$ cat src/design/dpram_host_pkg.sv
// Package for the host-side dual-port SRAM port sequencer.
// Assumes a single 100 MHz clock and a synchronous, active-high reset.
package dpram_host_pkg;

    // ------------------------------------------------------------
    // Geometry
    // ------------------------------------------------------------
    localparam int ADDR_W = 14;
    localparam int DATA_W = 16;
    localparam int BYTE_W = 8;
    localparam int ODR_W = 5;
    localparam logic [ADDR_W-1:0] RIGHT_MAILBOX_ADDR = 14'h3FFF;
    localparam logic [ADDR_W-1:0] LEFT_MAILBOX_ADDR = 14'h3FFE;
    localparam logic [ADDR_W-1:0] OUTPUT_DRIVE_ADDR = 14'h0001;
    localparam logic [DATA_W-1:0] ODR_FIELD_MASK = 16'h001F;

    // ------------------------------------------------------------
    // Mode select encoding
    // ------------------------------------------------------------
    localparam logic MODE_STANDARD = 1'b0;
    localparam logic MODE_MUXED = 1'b1;

    // ------------------------------------------------------------
    // Timing
    // ------------------------------------------------------------
    localparam int CLK_PERIOD_NS = 10;
    localparam int ADDR_SETUP_NS = 20;
    localparam int ADDR_HOLD_NS = 10;
    localparam int ACCESS_NS = 90;
    localparam int WRITE_PULSE_NS = 60;
    localparam int DATA_HOLD_NS = 10;
    localparam int RECOVERY_NS = 20;
    localparam int ADDR_SETUP_CYC = (ADDR_SETUP_NS + CLK_PERIOD_NS - 1) / CLK_PERIOD_NS;
    localparam int ADDR_HOLD_CYC = (ADDR_HOLD_NS + CLK_PERIOD_NS - 1) / CLK_PERIOD_NS;
    localparam int ACCESS_CYC = (ACCESS_NS + CLK_PERIOD_NS - 1) / CLK_PERIOD_NS;
    localparam int WRITE_PULSE_CYC = (WRITE_PULSE_NS + CLK_PERIOD_NS - 1) / CLK_PERIOD_NS;
    localparam int DATA_HOLD_CYC = (DATA_HOLD_NS + CLK_PERIOD_NS - 1) / CLK_PERIOD_NS;
    localparam int RECOVERY_CYC = (RECOVERY_NS + CLK_PERIOD_NS - 1) / CLK_PERIOD_NS;
    localparam int CNT_W = 4;

    // ------------------------------------------------------------
    // Types
    // ------------------------------------------------------------
    typedef struct packed {
        logic write;
        logic [ADDR_W-1:0] addr;
        logic [DATA_W-1:0] wdata;
        logic high_byte_en;
        logic low_byte_en;
    } host_req_t;

    typedef struct packed {
        logic chip_select_n;
        logic write_enable_n;
        logic output_enable_n;
        logic address_latch_strobe_n;
        logic high_byte_enable_n;
        logic low_byte_enable_n;
    } port_ctrl_t;

    typedef enum logic [2:0] {
        ST_IDLE = 3'b000,
        ST_ADDR = 3'b001,
        ST_HOLD = 3'b010,
        ST_READ = 3'b011,
        ST_WRITE = 3'b100,
        ST_DHOLD = 3'b101,
        ST_RECOVER = 3'b110
    } seq_state_t;

    // Idle control levels: deselected, every strobe inactive
    localparam port_ctrl_t CTRL_IDLE = 6'h3F;

    // Count a whole number of cycles into the timer width
    function automatic logic [CNT_W-1:0] cycles(input int n);
        cycles = CNT_W'(n - 1);
    endfunction

endpackage

$ cat src/design/dpram_port_seq.sv
// One host-side port sequencer for the dual-port SRAM.
// Assumes the caller holds req stable while req_valid is high and not taken.
module dpram_port_seq
    import dpram_host_pkg::*;
(
    input wire logic clock,
    input wire logic sys_rst,
    input wire logic muxed,
    input wire logic req_valid,
    input wire host_req_t req,
    output logic req_ready,
    output logic done,
    output logic [DATA_W-1:0] rdata,
    output port_ctrl_t ctrl,
    output logic [ADDR_W-1:0] addr_out,
    output logic [DATA_W-1:0] dq_out,
    output logic [1:0] dq_oe,
    input wire logic [DATA_W-1:0] dq_in
);

    seq_state_t state, next_state;
    logic [CNT_W-1:0] timer, next_timer;
    host_req_t held, next_held;
    port_ctrl_t next_ctrl;
    logic [ADDR_W-1:0] next_addr_out;
    logic [DATA_W-1:0] next_dq_out, next_rdata;
    logic [1:0] next_dq_oe;
    logic next_done;

    // ------------------------------------------------------------
    // Sequencing
    // ------------------------------------------------------------
    // Outputs are registered so pins never glitch; cost is one cycle of latency
    always_comb begin
        next_state = state;
        next_timer = (timer != '0) ? timer - 1'b1 : timer;
        next_held = held;
        next_ctrl = ctrl;
        next_addr_out = addr_out;
        next_dq_out = dq_out;
        next_dq_oe = dq_oe;
        next_rdata = rdata;
        next_done = 1'b0;
        unique case (state)
            ST_IDLE: begin
                next_ctrl = CTRL_IDLE;
                next_dq_oe = 2'b00;
                if (req_valid) begin
                    next_held = req;
                    next_ctrl.chip_select_n = 1'b0;
                    next_ctrl.high_byte_enable_n = ~req.high_byte_en;
                    next_ctrl.low_byte_enable_n = ~req.low_byte_en;
                    if (muxed) begin
                        // Address goes out on the shared bus with the strobe low
                        next_dq_out = DATA_W'(req.addr);
                        next_dq_oe = 2'b11;
                        next_ctrl.address_latch_strobe_n = 1'b0;
                        next_timer = cycles(ADDR_SETUP_CYC);
                        next_state = ST_ADDR;
                    end else begin
                        next_addr_out = req.addr;
                        next_ctrl.write_enable_n = ~req.write;
                        next_ctrl.output_enable_n = req.write;
                        if (req.write) begin
                            next_dq_out = req.wdata;
                            next_dq_oe = {req.high_byte_en, req.low_byte_en};
                            next_timer = cycles(WRITE_PULSE_CYC);
                            next_state = ST_WRITE;
                        end else begin
                            next_timer = cycles(ACCESS_CYC);
                            next_state = ST_READ;
                        end
                    end
                end
            end
            ST_ADDR: if (timer == '0) begin
                // Rising strobe edge latches the address inside the device
                next_ctrl.address_latch_strobe_n = 1'b1;
                next_timer = cycles(ADDR_HOLD_CYC);
                next_state = ST_HOLD;
            end
            ST_HOLD: if (timer == '0) begin
                next_ctrl.write_enable_n = ~held.write;
                if (held.write) begin
                    next_dq_out = held.wdata;
                    next_dq_oe = {held.high_byte_en, held.low_byte_en};
                    next_timer = cycles(WRITE_PULSE_CYC);
                    next_state = ST_WRITE;
                end else begin
                    next_dq_oe = 2'b00;
                    next_ctrl.output_enable_n = 1'b0;
                    next_timer = cycles(ACCESS_CYC);
                    next_state = ST_READ;
                end
            end
            ST_READ: if (timer == '0) begin
                // Bytes not enabled float at the device, so they read as zero here
                next_rdata[BYTE_W-1:0] = held.low_byte_en ? dq_in[BYTE_W-1:0] : '0;
                next_rdata[DATA_W-1:BYTE_W] =
                    held.high_byte_en ? dq_in[DATA_W-1:BYTE_W] : '0;
                next_ctrl = CTRL_IDLE;
                next_done = 1'b1;
                next_timer = cycles(RECOVERY_CYC);
                next_state = ST_RECOVER;
            end
            ST_WRITE: if (timer == '0) begin
                // Raising write enable commits; data stays for the hold time
                next_ctrl.write_enable_n = 1'b1;
                next_timer = cycles(DATA_HOLD_CYC);
                next_state = ST_DHOLD;
            end
            ST_DHOLD: if (timer == '0) begin
                next_ctrl = CTRL_IDLE;
                next_dq_oe = 2'b00;
                next_done = 1'b1;
                next_timer = cycles(RECOVERY_CYC);
                next_state = ST_RECOVER;
            end
            ST_RECOVER: if (timer == '0) begin
                next_state = ST_IDLE;
            end
            default: next_state = ST_IDLE;
        endcase
    end

    // Registers
    always_ff @(posedge clock) begin
        if (sys_rst) begin
            state <= ST_IDLE;
            timer <= '0;
            held <= '0;
            ctrl <= CTRL_IDLE;
            addr_out <= '0;
            dq_out <= '0;
            dq_oe <= 2'b00;
            rdata <= '0;
            done <= 1'b0;
            req_ready <= 1'b1;
        end else begin
            state <= next_state;
            timer <= next_timer;
            held <= next_held;
            ctrl <= next_ctrl;
            addr_out <= next_addr_out;
            dq_out <= next_dq_out;
            dq_oe <= next_dq_oe;
            rdata <= next_rdata;
            done <= next_done;
            req_ready <= (next_state == ST_IDLE);
        end
    end

endmodule

$ cat src/design/dpram_host.sv
// Host controller driving both ports of an asynchronous dual-port SRAM.
// Assumes one clock, synchronous reset, and flags sampled as synchronous.
//
// Operation
// - right port mode pin selects standard or muxed
// - muxed address on bus, latched on strobe rise
// - write enable high reads; host frees bus
// - muxed write drives data after address hold
// - standard mode takes address from address pins
// - standard mode write enable and data drive
module dpram_host
    import dpram_host_pkg::*;
(
    input wire logic clock,
    input wire logic sys_rst,
    input wire logic mode_muxed_cfg,
    input wire logic special_function_cfg,
    input wire logic left_req_valid,
    input wire host_req_t left_req,
    output logic left_req_ready,
    output logic left_done,
    output logic [DATA_W-1:0] left_rdata,
    output logic left_mailbox_pending,
    output logic left_collision_seen,
    input wire logic right_req_valid,
    input wire host_req_t right_req,
    output logic right_req_ready,
    output logic right_done,
    output logic [DATA_W-1:0] right_rdata,
    output logic right_mailbox_pending,
    output logic right_collision_seen,
    output port_ctrl_t left_ctrl,
    output logic [DATA_W-1:0] left_dq_out,
    output logic [1:0] left_dq_oe,
    input wire logic [DATA_W-1:0] left_dq_in,
    input wire logic left_busy_n,
    input wire logic left_int_n,
    output port_ctrl_t right_ctrl,
    output logic [ADDR_W-1:0] right_addr,
    output logic [DATA_W-1:0] right_dq_out,
    output logic [1:0] right_dq_oe,
    input wire logic [DATA_W-1:0] right_dq_in,
    input wire logic right_busy_n,
    input wire logic right_int_n,
    output logic right_port_mode_select,
    output logic special_function_enable_n
);

    // ------------------------------------------------------------
    // Mode pins
    // ------------------------------------------------------------
    // Mode only changes between accesses so a sequence never sees it flip
    logic mode_q, next_mode_q, special_function_enable_n_n_q, next_special_function_enable_n_n_q;
    logic l_ready, r_ready, l_done_i, r_done_i;
    logic [DATA_W-1:0] l_rdata_i, r_rdata_i;
    port_ctrl_t l_ctrl_i, r_ctrl_i;
    logic [DATA_W-1:0] l_dq_i, r_dq_i;
    logic [1:0] l_oe_i, r_oe_i;
    logic [ADDR_W-1:0] r_addr_i;
    logic l_mbox, r_mbox, l_coll, r_coll;
    logic next_l_mbox, next_r_mbox, next_l_coll, next_r_coll;

    always_comb begin
        next_mode_q = mode_q;
        next_special_function_enable_n_n_q = special_function_enable_n_n_q;
        if (l_ready && r_ready && !left_req_valid && !right_req_valid) begin
            next_mode_q = mode_muxed_cfg ? MODE_MUXED : MODE_STANDARD;
            next_special_function_enable_n_n_q = ~special_function_cfg;
        end
    end

    // ------------------------------------------------------------
    // Port sequencers
    // ------------------------------------------------------------
    // Left is always muxed; both run with no interlock
    dpram_port_seq left_seq (
        .clock(clock),
        .sys_rst(sys_rst),
        .muxed(MODE_MUXED),
        .req_valid(left_req_valid),
        .req(left_req),
        .req_ready(l_ready),
        .done(l_done_i),
        .rdata(l_rdata_i),
        .ctrl(l_ctrl_i),
        .addr_out(),
        .dq_out(l_dq_i),
        .dq_oe(l_oe_i),
        .dq_in(left_dq_in)
    );

    dpram_port_seq right_seq (
        .clock(clock),
        .sys_rst(sys_rst),
        .muxed(mode_q),
        .req_valid(right_req_valid),
        .req(right_req),
        .req_ready(r_ready),
        .done(r_done_i),
        .rdata(r_rdata_i),
        .ctrl(r_ctrl_i),
        .addr_out(r_addr_i),
        .dq_out(r_dq_i),
        .dq_oe(r_oe_i),
        .dq_in(right_dq_in)
    );

    // ------------------------------------------------------------
    // Device flag tracking
    // ------------------------------------------------------------
    // Collision seen is sticky per access; a new request clears it, set wins
    always_comb begin
        next_l_mbox = ~left_int_n;
        next_r_mbox = ~right_int_n;
        next_l_coll = l_coll;
        next_r_coll = r_coll;
        if (left_req_valid && l_ready) begin
            next_l_coll = 1'b0;
        end
        if (right_req_valid && r_ready) begin
            next_r_coll = 1'b0;
        end
        if (!left_busy_n && !l_ctrl_i.chip_select_n) begin
            next_l_coll = 1'b1;
        end
        if (!right_busy_n && !r_ctrl_i.chip_select_n) begin
            next_r_coll = 1'b1;
        end
    end

    always_ff @(posedge clock) begin
        if (sys_rst) begin
            mode_q <= MODE_STANDARD;
            special_function_enable_n_n_q <= 1'b1;
            l_mbox <= 1'b0;
            r_mbox <= 1'b0;
            l_coll <= 1'b0;
            r_coll <= 1'b0;
        end else begin
            mode_q <= next_mode_q;
            special_function_enable_n_n_q <= next_special_function_enable_n_n_q;
            l_mbox <= next_l_mbox;
            r_mbox <= next_r_mbox;
            l_coll <= next_l_coll;
            r_coll <= next_r_coll;
        end
    end

    // ------------------------------------------------------------
    // Outputs
    // ------------------------------------------------------------
    // Sequencer outputs are already flip-flops; the standard path never
    // lowers the right strobe, so it idles high there
    assign right_ctrl = r_ctrl_i;

    assign left_req_ready = l_ready;
    assign right_req_ready = r_ready;
    assign left_done = l_done_i;
    assign right_done = r_done_i;
    assign left_rdata = l_rdata_i;
    assign right_rdata = r_rdata_i;
    assign left_ctrl = l_ctrl_i;
    assign left_dq_out = l_dq_i;
    assign left_dq_oe = l_oe_i;
    assign right_addr = r_addr_i;
    assign right_dq_out = r_dq_i;
    assign right_dq_oe = r_oe_i;
    assign left_mailbox_pending = l_mbox;
    assign right_mailbox_pending = r_mbox;
    assign left_collision_seen = l_coll;
    assign right_collision_seen = r_coll;
    assign right_port_mode_select = mode_q;
    assign special_function_enable_n = special_function_enable_n_n_q;

endmodule

$ cat config.mk
export PLATFORM = sky130hd
export DESIGN_NAME = dpram_host
export DESIGN_NICKNAME = d
export VERILOG_FILES = /design/src/design/dpram_host_pkg.sv /design/src/design/dpram_port_seq.sv /design/src/design/dpram_host.sv
export SDC_FILE = /design/constraint.sdc
export NUM_CORES = 1
export LEC_CHECK = 0
export BUFFER_PORTS_ARGS = -buffer_cell sky130_fd_sc_hd__buf_2
export CORE_MARGIN = 4
export CORE_UTILIZATION = 51
export DETAILED_ROUTE_END_ITERATION = 10
export PLACE_DENSITY = 0.8
export SETUP_SLACK_MARGIN = 0.5
export SLEW_MARGIN = 20
export SYNTH_ARGS = -nofsm -noshare
export SYNTH_HDL_FRONTEND = slang
export SYNTH_SLANG_ARGS = --single-unit
$ cat constraint.sdc
create_clock -name clock -period 2.8 [get_ports clock]
set_input_delay 0.84 -clock clock [delete_from_list [all_inputs] [get_ports clock]]
set_output_delay 0.84 -clock clock [all_outputs]
set_load 0.02 [all_outputs]
==> flow_summary.toml, run 1 <==
[sta]
tightestPinTransition_ps = 788
finalCriticalPeriod_ps = 2160
rsz0062_at_grt = "yes"
max_freq_mhz = 462
slew_violations = 0
fin_skew_ps = 8.34
tns_ps = 0
fin_ws_ps = 638
fin_crit_sh_pct = 77.2
hold_viol_final = 0
maxSlewHeadroom_pct = 47.3
finalSetupViolations = 0

[floorplanning]
fp.dieW_um = 123
start_util_pct = 52.9
ioPinCount = 212
design.core.area_um2 = 12800
dieArea_um2 = 15200
die_h_um = 123
rows = 41

[drt]
first_iter_violations = 623
routed_wl_mm = 18.9
antenna_left = 0
avgViaCountPerCell = 5.46
route.detailed.drc = 0
wl_per_cell_um = 15.5
firstDrtPassIters = 5
vias = 6648

[critical_path]
worst_path_largest_cell_delay_ps = 330
cpMostUsedCell = "ha_1"
cp_cell_sequence = "inv_1, ha_1, nor3b_4, inv_2, ha_1, nand2b_1, o31a_1, o21ai_0, o221a_2, a311oi_1"
cp-start-kind = "register"
crit_arrival_ps = 2480
crit_family = "compound AO/OA/AOI/OAI gates"
slowest_stage = "ha_1"
required_ps = 3120
endpoint_kind = "register"
critPathKind = "reg -> reg"
cp.buffers_inverters = 2
crit_fanout = 8

[cells_and_area]
multiInputGateArea_um2 = 3310
seqCellArea_um2 = 3120
layout-drive-gt1-share_pct = 26.6
nFillCells = 1063
antenna_cells = 0
syn_to_final_growth_pct = 26.6
nNetsFinal = 1148

[yosys]
ys_async_sr_fraction_pct = 0
ys_ff_latch = 156
yosysSeqAreaShare_pct = 46.2
yosys-top-cells-area = "dfxtp_1 46%, nand2_1 9.8%, a21oi_1 9.6%"
synth_common_cells = "177 x nand2_1, 156 x dfxtp_1, 129 x a21oi_1"
synth.largest_area_cell = "dfxtp_1"
syn_area_um2 = 6760
synth_top_area_share_pct = 46.2
synth_enable_flop_cells = 0
syn_area_per_cell_um2 = 8.00
synth_ff_type = "dfxtp_1"
synth_fp_nets = 958
synth_cell_types = 56
synth_most_common_cell = "nand2_1"
netlist_instances = 844
yosys_warnings = 0

[placement]
place.port_buffers = 211
place_congestion = 0.859
place_hpwl_mm = 13.2
place_ws_ps = 599

[job]
max_cap_violations = 0

[clocking]
hold_buffers = 0
cts_htree_levels = 4
cts_tree = "built"
clkTransAtPathRegs_ps = 50
root_buffer = "clkbuf_16"
insertion_delay_ps = 420
numCtsBuffers = 17
clockBufferDepth = 2
clock-sinks = 156

[global_route]
track_usage_pct = 24.5
first_global_vias = 6110
grt_overflow = 0
grt_first_pass_wirelength_mm = 29.6
grt_max_degree = 84
antenna_found_initial = 0

[hold_path]
min_path_type = "reg -> reg"

[power_and_ir_drop]
powerDensity_nw_per_um2 = 988
power.leakage_uw = 0.00362
ir_worst_vdd_uv = 494

[run_status]
status = "complete, no violations"
-- power by group --
group	total (uW)	switching (uW)	internal, uW
registers	3010	353	2650
logic	3100	1930	1170
clock network	2350	905	1440
-- sequential cells by signal, summed over array words and instances, names as in the netlist, 3 cells and up --
signal	count
right_seq.ctrl	6
left_seq.rdata	16
right_seq.held	19
right_seq.addr_out	14
left_seq.held	19
left_seq.timer	4
right_seq.timer	4
left_seq.ctrl	6
right_seq.dq_out	16
left_seq.dq_out	16
right_seq.rdata	16
left_seq.state	3
right_seq.state	3
-- timing repair --
item,4_1_cts,5_1_grt
resized for setup,0,1
setup endpoints to repair,0,2
buffers inserted,0,1
-- cell usage in the layout, fill, tap and decap left out, drive strengths merged, types with 3 or more instances in the layout --
| cell | netlist | layout |
|---|---|---|
| a211o | 15 | 15 |
| a211oi | 18 | 18 |
| a21oi | 129 | 129 |
| a2bb2oi | 4 | 4 |
| a31oi | 7 | 7 |
| and2 | 3 | 3 |
| and3 | 5 | 5 |
| buf | 22 | 237 |
| bufinv | 0 | 3 |
| clkbuf | 44 | 20 |
| clkinv | 1 | 5 |
| dfxtp | 156 | 156 |
| ha | 6 | 6 |
| inv | 8 | 9 |
| mux2i | 33 | 33 |
| nand2 | 178 | 178 |
| nand2b | 3 | 3 |
| nand3 | 43 | 43 |
| nor2 | 72 | 72 |
| nor2b | 8 | 8 |
| nor3 | 18 | 18 |
| nor3b | 8 | 8 |
| o211ai | 6 | 6 |
| o21ai | 19 | 19 |
| o22ai | 6 | 6 |
| or3 | 4 | 4 |
| xnor2 | 3 | 3 |
-- cells by family (layout without fill, tap and decap cells) --
family	Yosys count	after routing	synth area share (%)
XOR/XNOR	4	4	0.519
AO/OA/AOI/OAI	224	224	19.9
AND/OR/NAND/NOR	346	346	22.6
adder cells (fa/ha/maj)	6	6	1.11
buffers and inverters	75	276	4.78
flip-flops	156	156	46.2
multiplexers	33	33	4.89
-- area by class of cell --
cell class	count	share of cell area, %
Sequential cell	156	36.5
Timing Repair Buffer	237	14.8
Multi-Input combinational cell	613	38.7
Tap cell	172	2.52
Clock buffer	20	5.34
Clock inverter	10	1.65
Inverter	9	0.395
-- worst paths after layout --
path | startpoint | slack, ps | cells past startpoint | to
setup / recovery | left_seq.timer[0]$_SDFF_PP0_ | 640 | 10 | left_seq.timer[0]$_SDFF_PP0_
hold / removal | right_seq.rdata[7]$_SDFFE_PP0P_ | 450 | 2 | right_seq.rdata[7]$_SDFFE_PP0P_
setup reg to reg | left_seq.timer[0]$_SDFF_PP0_ | 640 | 10 | left_seq.timer[0]$_SDFF_PP0_
hold reg to reg | right_seq.rdata[7]$_SDFFE_PP0P_ | 450 | 2 | right_seq.rdata[7]$_SDFFE_PP0P_
-- layer usage --
metal	GRT usage (%)	vias to the layer above	wire length [um]
met4	8.79	0	376
met1	29.6	3074	7720
met2	41.1	234	9110
met5	0	-	0
met3	7.96	30	1650
li1	-	3310	-
-- metrics by stage --
step,hold WS (ps),util [%],instances,power (uW),area (um^2)
2_1_floorplan,436,-,844,5210,6760
3_5_place_dp,441,62.2,1186,6110,7940
4_1_cts,448,66.9,1216,8470,8540
5_1_grt,468,66.9,1217,8980,8550
3_3_place_gp,435,62.2,1186,6060,7940
6_report,447,66.9,1217,8450,8550
-- worst min-delay path: cells and delay by family, from the launching register on --
kind / cells / cell delay, ps
AO/OA/AOI/OAI: 1 / 50
flip-flops: 1 / 300
AND/OR/NAND/NOR: 1 / 50
(Power assumes the default switching activity.)
==> run 2, diff against run 1 <==
==> constraint.sdc (replaced) <==
create_clock -name clock -period 2.25 [get_ports clock]
set_input_delay 0.675 -clock clock [delete_from_list [all_inputs] [get_ports clock]]
set_output_delay 0.675 -clock clock [all_outputs]
set_load 0.02 [all_outputs]
==> flow_summary.toml, run 2 (synthesized netlist as in run 1, its figures left out) <==
[run_status]
status = "complete, no violations"

[sta]
finalSetupViolations = 0
maxSlewHeadroom_pct = 64.2
fin_ws_ps = 297
fin_skew_ps = 7.12
fin_crit_sh_pct = 86.8
max_freq_mhz = 512
tightestPinTransition_ps = 536
slew_violations = 0
rsz0062_at_grt = "yes"
tns_ps = 0
finalCriticalPeriod_ps = 1950
hold_viol_final = 0

[drt]
first_iter_violations = 702
firstDrtPassIters = 5
avgViaCountPerCell = 5.70
vias = 7204
routed_wl_mm = 22.5
route.detailed.drc = 0
antenna_left = 0
wl_per_cell_um = 17.8

[global_route]
grt_first_pass_wirelength_mm = 32.2
antenna_found_initial = 1
grt_overflow = 0
first_global_vias = 6537
track_usage_pct = 26.8
grt_max_degree = 47

[floorplanning]
dieArea_um2 = 15200
ioPinCount = 212
rows = 41
start_util_pct = 52.9
die_h_um = 123
fp.dieW_um = 123
design.core.area_um2 = 12800

[clocking]
insertion_delay_ps = 430
cts_tree = "built"
clockBufferDepth = 2
clkTransAtPathRegs_ps = 60
cts_htree_levels = 4
root_buffer = "clkbuf_16"
numCtsBuffers = 17
clock-sinks = 156

[placement]
place_ws_ps = 319
place_hpwl_mm = 13.9
place_inst = 1194
place_congestion = 0.919
place.port_buffers = 211

[power_and_ir_drop]
powerDensity_nw_per_um2 = 1270
total_power_uw = 12500
power.leakage_uw = 0.00405
ir_worst_vdd_uv = 794

[critical_path]
crit_fanout = 8
required_ps = 2610
reg2reg_depth = 9
crit_arrival_ps = 2310
cp-start-kind = "register"
endpoint_kind = "register"
critPathKind = "reg -> reg"

[cells_and_area]
layout-drive-gt1-share_pct = 41.4
stdcell_count = 1264
syn_to_final_growth_pct = 44.9
antenna_cells = 0
nNetsFinal = 1193
mostFrequentLayoutCells = "210 x buf_2, 164 x nand2_1, 147 x dfxtp_1, 96 x a21oi_1, 64 x nor2_1"
layout_commonest_cell = "buf_2"
top_regs = "left_seq.held (19), right_seq.held (19)"

[job]
max_cap_violations = 0

[hold_path]
hold-path-cell-count = 2
min_path_type = "in -> reg"
## run 2: cell count changes in the layout (fill, tap and decap cells not counted), moves of 11 or more
cell,delta
buf_4,+21
a21oi_2,+32
a211oi_2,+12
nand3_2,+23
a21oi_1,-33
a211oi_1,-12
buf_6,+11
nand3_1,-23
nand2_1,-13
## run 2: routing by layer
metal	GRT usage, %	wire length, um	vias up
met5	0	8	-
met4	9.41	712	2
met3	7.73	1930	55
met2	46.0	11300	343
met1	32.1	8590	3402
li1	-	-	3402
## run 2: final cells by class
class	count	area (um^2)
multi-input cells	613	3950
flip-flops and latches	156	3140
fillers	883	2980
repair buffers	282	1840
clock buffers	18	439
well taps	172	215
clock inverters	14	161
inverters	9	48.8
## run 2: critical path: stages, from the launching register on
cell and delay, ps:
dfxtp_4 360, inv_4 60, ha_4 130, nor3b_4 290
buf_6 160, and3_4 190, o21ai_4 110, buf_12 180
a211o_1 260, a21oi_2 140
## run 2: worst paths after layout
| check | from | endpoint | slack [ps] |
|---|---|---|---|
| max reg2reg | right_seq.timer[0]$_SDFF_PP0_ | right_seq.dq_out[12]$_SDFFE_PP0P_ | 300 |
| min reg2reg | right_seq.addr_out[0]$_SDFFE_PP0P_ | right_seq.addr_out[0]$_SDFFE_PP0P_ | 450 |
| min | right_int_n | right_mailbox_pending$_SDFF_PP0_ | 390 |
| max | right_seq.timer[0]$_SDFF_PP0_ | right_seq.dq_out[12]$_SDFFE_PP0P_ | 300 |
## run 2: per-stage QoR
step	hold slack (ps)	cell area, um^2	util [%]
detailed placement	441	8100	63.4
floorplan	436	6820	-
global route	374	9790	76.6
global placement	436	8100	63.4
finish	390	9790	76.6
CTS	376	9090	71.1
## run 2: power breakdown
part / leakage (uW) / internal, uW / total, uW / switching, uW
Clock: 0.000283 / 1690 / 2910 / 1220
Combinational: 0.00249 / 2540 / 5690 / 3150
Sequential: 0.00128 / 3320 / 3870 / 558
## run 2: timing repair
action / in CTS / in global routing
setup endpoints to repair: 102 / 101
gates resized for setup: 41 / 129
hold buffers: 0 / 0
pin swaps: 21 / 77
buffers inserted: 16 / 14
cloned: 4 / 4
==> run 3, diff against run 2 <==
--- a/config.mk
+++ b/config.mk
@@ -9,6 +9,7 @@
 export CORE_MARGIN = 4
 export CORE_UTILIZATION = 51
 export DETAILED_ROUTE_END_ITERATION = 10
+export GPL_TIMING_DRIVEN = 0
 export PLACE_DENSITY = 0.8
 export SETUP_SLACK_MARGIN = 0.5
 export SLEW_MARGIN = 20
==> flow_summary.toml, run 3 (synthesized netlist as in run 1, its figures left out) <==
[critical_path]
slowest_stage = "dfxtp_2"
cp_cell_sequence = "inv_4, ha_4, nor3b_4, inv_4, ha_4, nand2b_4, o31a_1, o21ai_1, o221a_2, a311oi_2"
worst_path_largest_cell_delay_ps = 330
cp-start-kind = "register"
crit_fanout = 3
critPathKind = "reg -> reg"
endpoint_kind = "register"
required_ps = 2530
crit_arrival_ps = 2170

[clocking]
root_buffer = "clkbuf_16"
numCtsBuffers = 17
cts_tree = "built"
cts_htree_levels = 4
clockBufferDepth = 2
clkTransAtPathRegs_ps = 60
clock-sinks = 156
insertion_delay_ps = 430

[power_and_ir_drop]
p_clk_share_pct = 23.0
switching_power_uw = 4720
powerDensity_nw_per_um2 = 1220
power_frac_comb_pct = 46.0
ir_worst_vdd_uv = 630
p_int_uw = 7110
swShare_pct = 39.9
power.leakage_uw = 0.00399
total_power_uw = 11800
seqPwrFrac_pct = 31.0

[global_route]
grt_first_pass_wirelength_mm = 34.3
grtUsageMet2_pct = 46.5
grt_max_degree = 17
first_global_vias = 6936
grt_overflow = 0
grt_use_met1_pct = 34.4
gr-usage-met3_pct = 8.51
track_usage_pct = 28.6
top_usage_layer = "met2"
antenna_found_initial = 1

[sta]
fin_ws_ps = 364
fin_crit_sh_pct = 83.8
tightestPinTransition_ps = 764
slew_violations = 0
rsz0062_at_grt = "yes"
finalCriticalPeriod_ps = 1890
max_freq_mhz = 530
fin_skew_ps = 12.4
hold_viol_final = 0
finalSetupViolations = 0
maxSlewHeadroom_pct = 49.1

[drt]
routed_wl_mm = 23.0
wl_per_cell_um = 17.7
antenna_left = 0
vias = 7364
route.detailed.drc = 0
firstDrtPassIters = 5
avgViaCountPerCell = 5.67
first_iter_violations = 654

[cells_and_area]
top_regs = "left_seq.held (19), right_seq.held (19)"
layout_commonest_cell = "buf_2"
layout-drive-gt1-share_pct = 40.2
nNetsFinal = 1226
syn_to_final_growth_pct = 43.1
final_core_util_pct = 75.7
stdcell_count = 1299
mostFrequentLayoutCells = "220 x buf_2, 170 x nand2_1, 150 x dfxtp_1, 92 x a21oi_1, 68 x nor2_1"

[job]
max_cap_violations = 0

[placement]
place_hpwl_mm = 15.4
place_ws_ps = -29.2
place.port_buffers = 210
place_congestion = 0.913
place_inst = 1226

[floorplanning]
rows = 41
ioPinCount = 212
design.core.area_um2 = 12800
dieArea_um2 = 15200
start_util_pct = 52.9
fp.dieW_um = 123
die_h_um = 123

[hold_path]
min_path_type = "in -> reg"

[run_status]
status = "complete, no violations"
[run 3: repair_timing]
action                     CTS  global route
setup endpoints to repair  118           132
resized for setup           70           135
cloned                       3             2
setup buffers               23            11
pin swaps                   27            63
hold buffers                 0             0
hold endpoints to repair     0             0
[run 3: area by class of cell]
type                            instances  area, um^2
Fill cell                             886        3110
Buffer                                 66         377
Tap cell                              172         215
Clock buffer                           20         447
Sequential cell                       156        3140
Clock inverter                         12         113
Multi-Input combinational cell        613        3910
Antenna cell                            2        5.00
Timing Repair Buffer                  249        1410
Inverter                                9        51.3
[run 3: power groups by stage]
stage,logic [uW],clock network [uW],registers [uW]
floorplan,2590,0,4020
global placement,4030,0,3680
detailed placement,4080,0,3700
CTS,4690,2740,3650
global route,5880,2850,3720
finish,5440,2720,3670
[run 3: critical path, delay by kind of cell (launching register included)]
| family | cells | cell delay, ps |
|---|---|---|
| adders and majority gates | 2 | 410 |
| buffers and inverters | 2 | 140 |
| DFF | 1 | 330 |
| and+or+nand+nor | 2 | 310 |
| AOI/OAI and AO/OA | 4 | 560 |
[run 3: final timing paths]
check / from / endpoint / slack, ps / depth (start not counted)
worst max-delay path: left_seq.timer[0]$_SDFF_PP0_ / left_seq.timer[0]$_SDFF_PP0_ / 360 / 10
worst min-delay path: left_int_n / left_mailbox_pending$_SDFF_PP0_ / 400 / 2
worst max register to register: left_seq.timer[0]$_SDFF_PP0_ / left_seq.timer[0]$_SDFF_PP0_ / 360 / 10
worst min register to register: right_seq.addr_out[11]$_SDFFE_PP0P_ / right_seq.addr_out[11]$_SDFFE_PP0P_ / 450 / 2
[run 3: per-layer routing]
| metal | share of wire, % | vias to the layer above | routed length [um] |
|---|---|---|---|
| met2 | 48 | 375 | 11100 |
| met1 | 39 | 3440 | 8990 |
| li1 | - | 3472 | - |
| met4 | 3.6 | 2 | 829 |
| met3 | 9.0 | 75 | 2080 |
| met5 | 0.052 | - | 12 |
[run 3: per-stage QoR]
stage / setup TNS (ps) / hold WS, ps / cell area (um^2)
2_1_floorplan: 0 / 436 / 6820
3_3_place_gp: -18.5 / 436 / 8090
3_5_place_dp: -29.2 / 440 / 8090
4_1_cts: 0 / 390 / 9070
5_1_grt: 0 / 394 / 9660
6_report: 0 / 405 / 9670
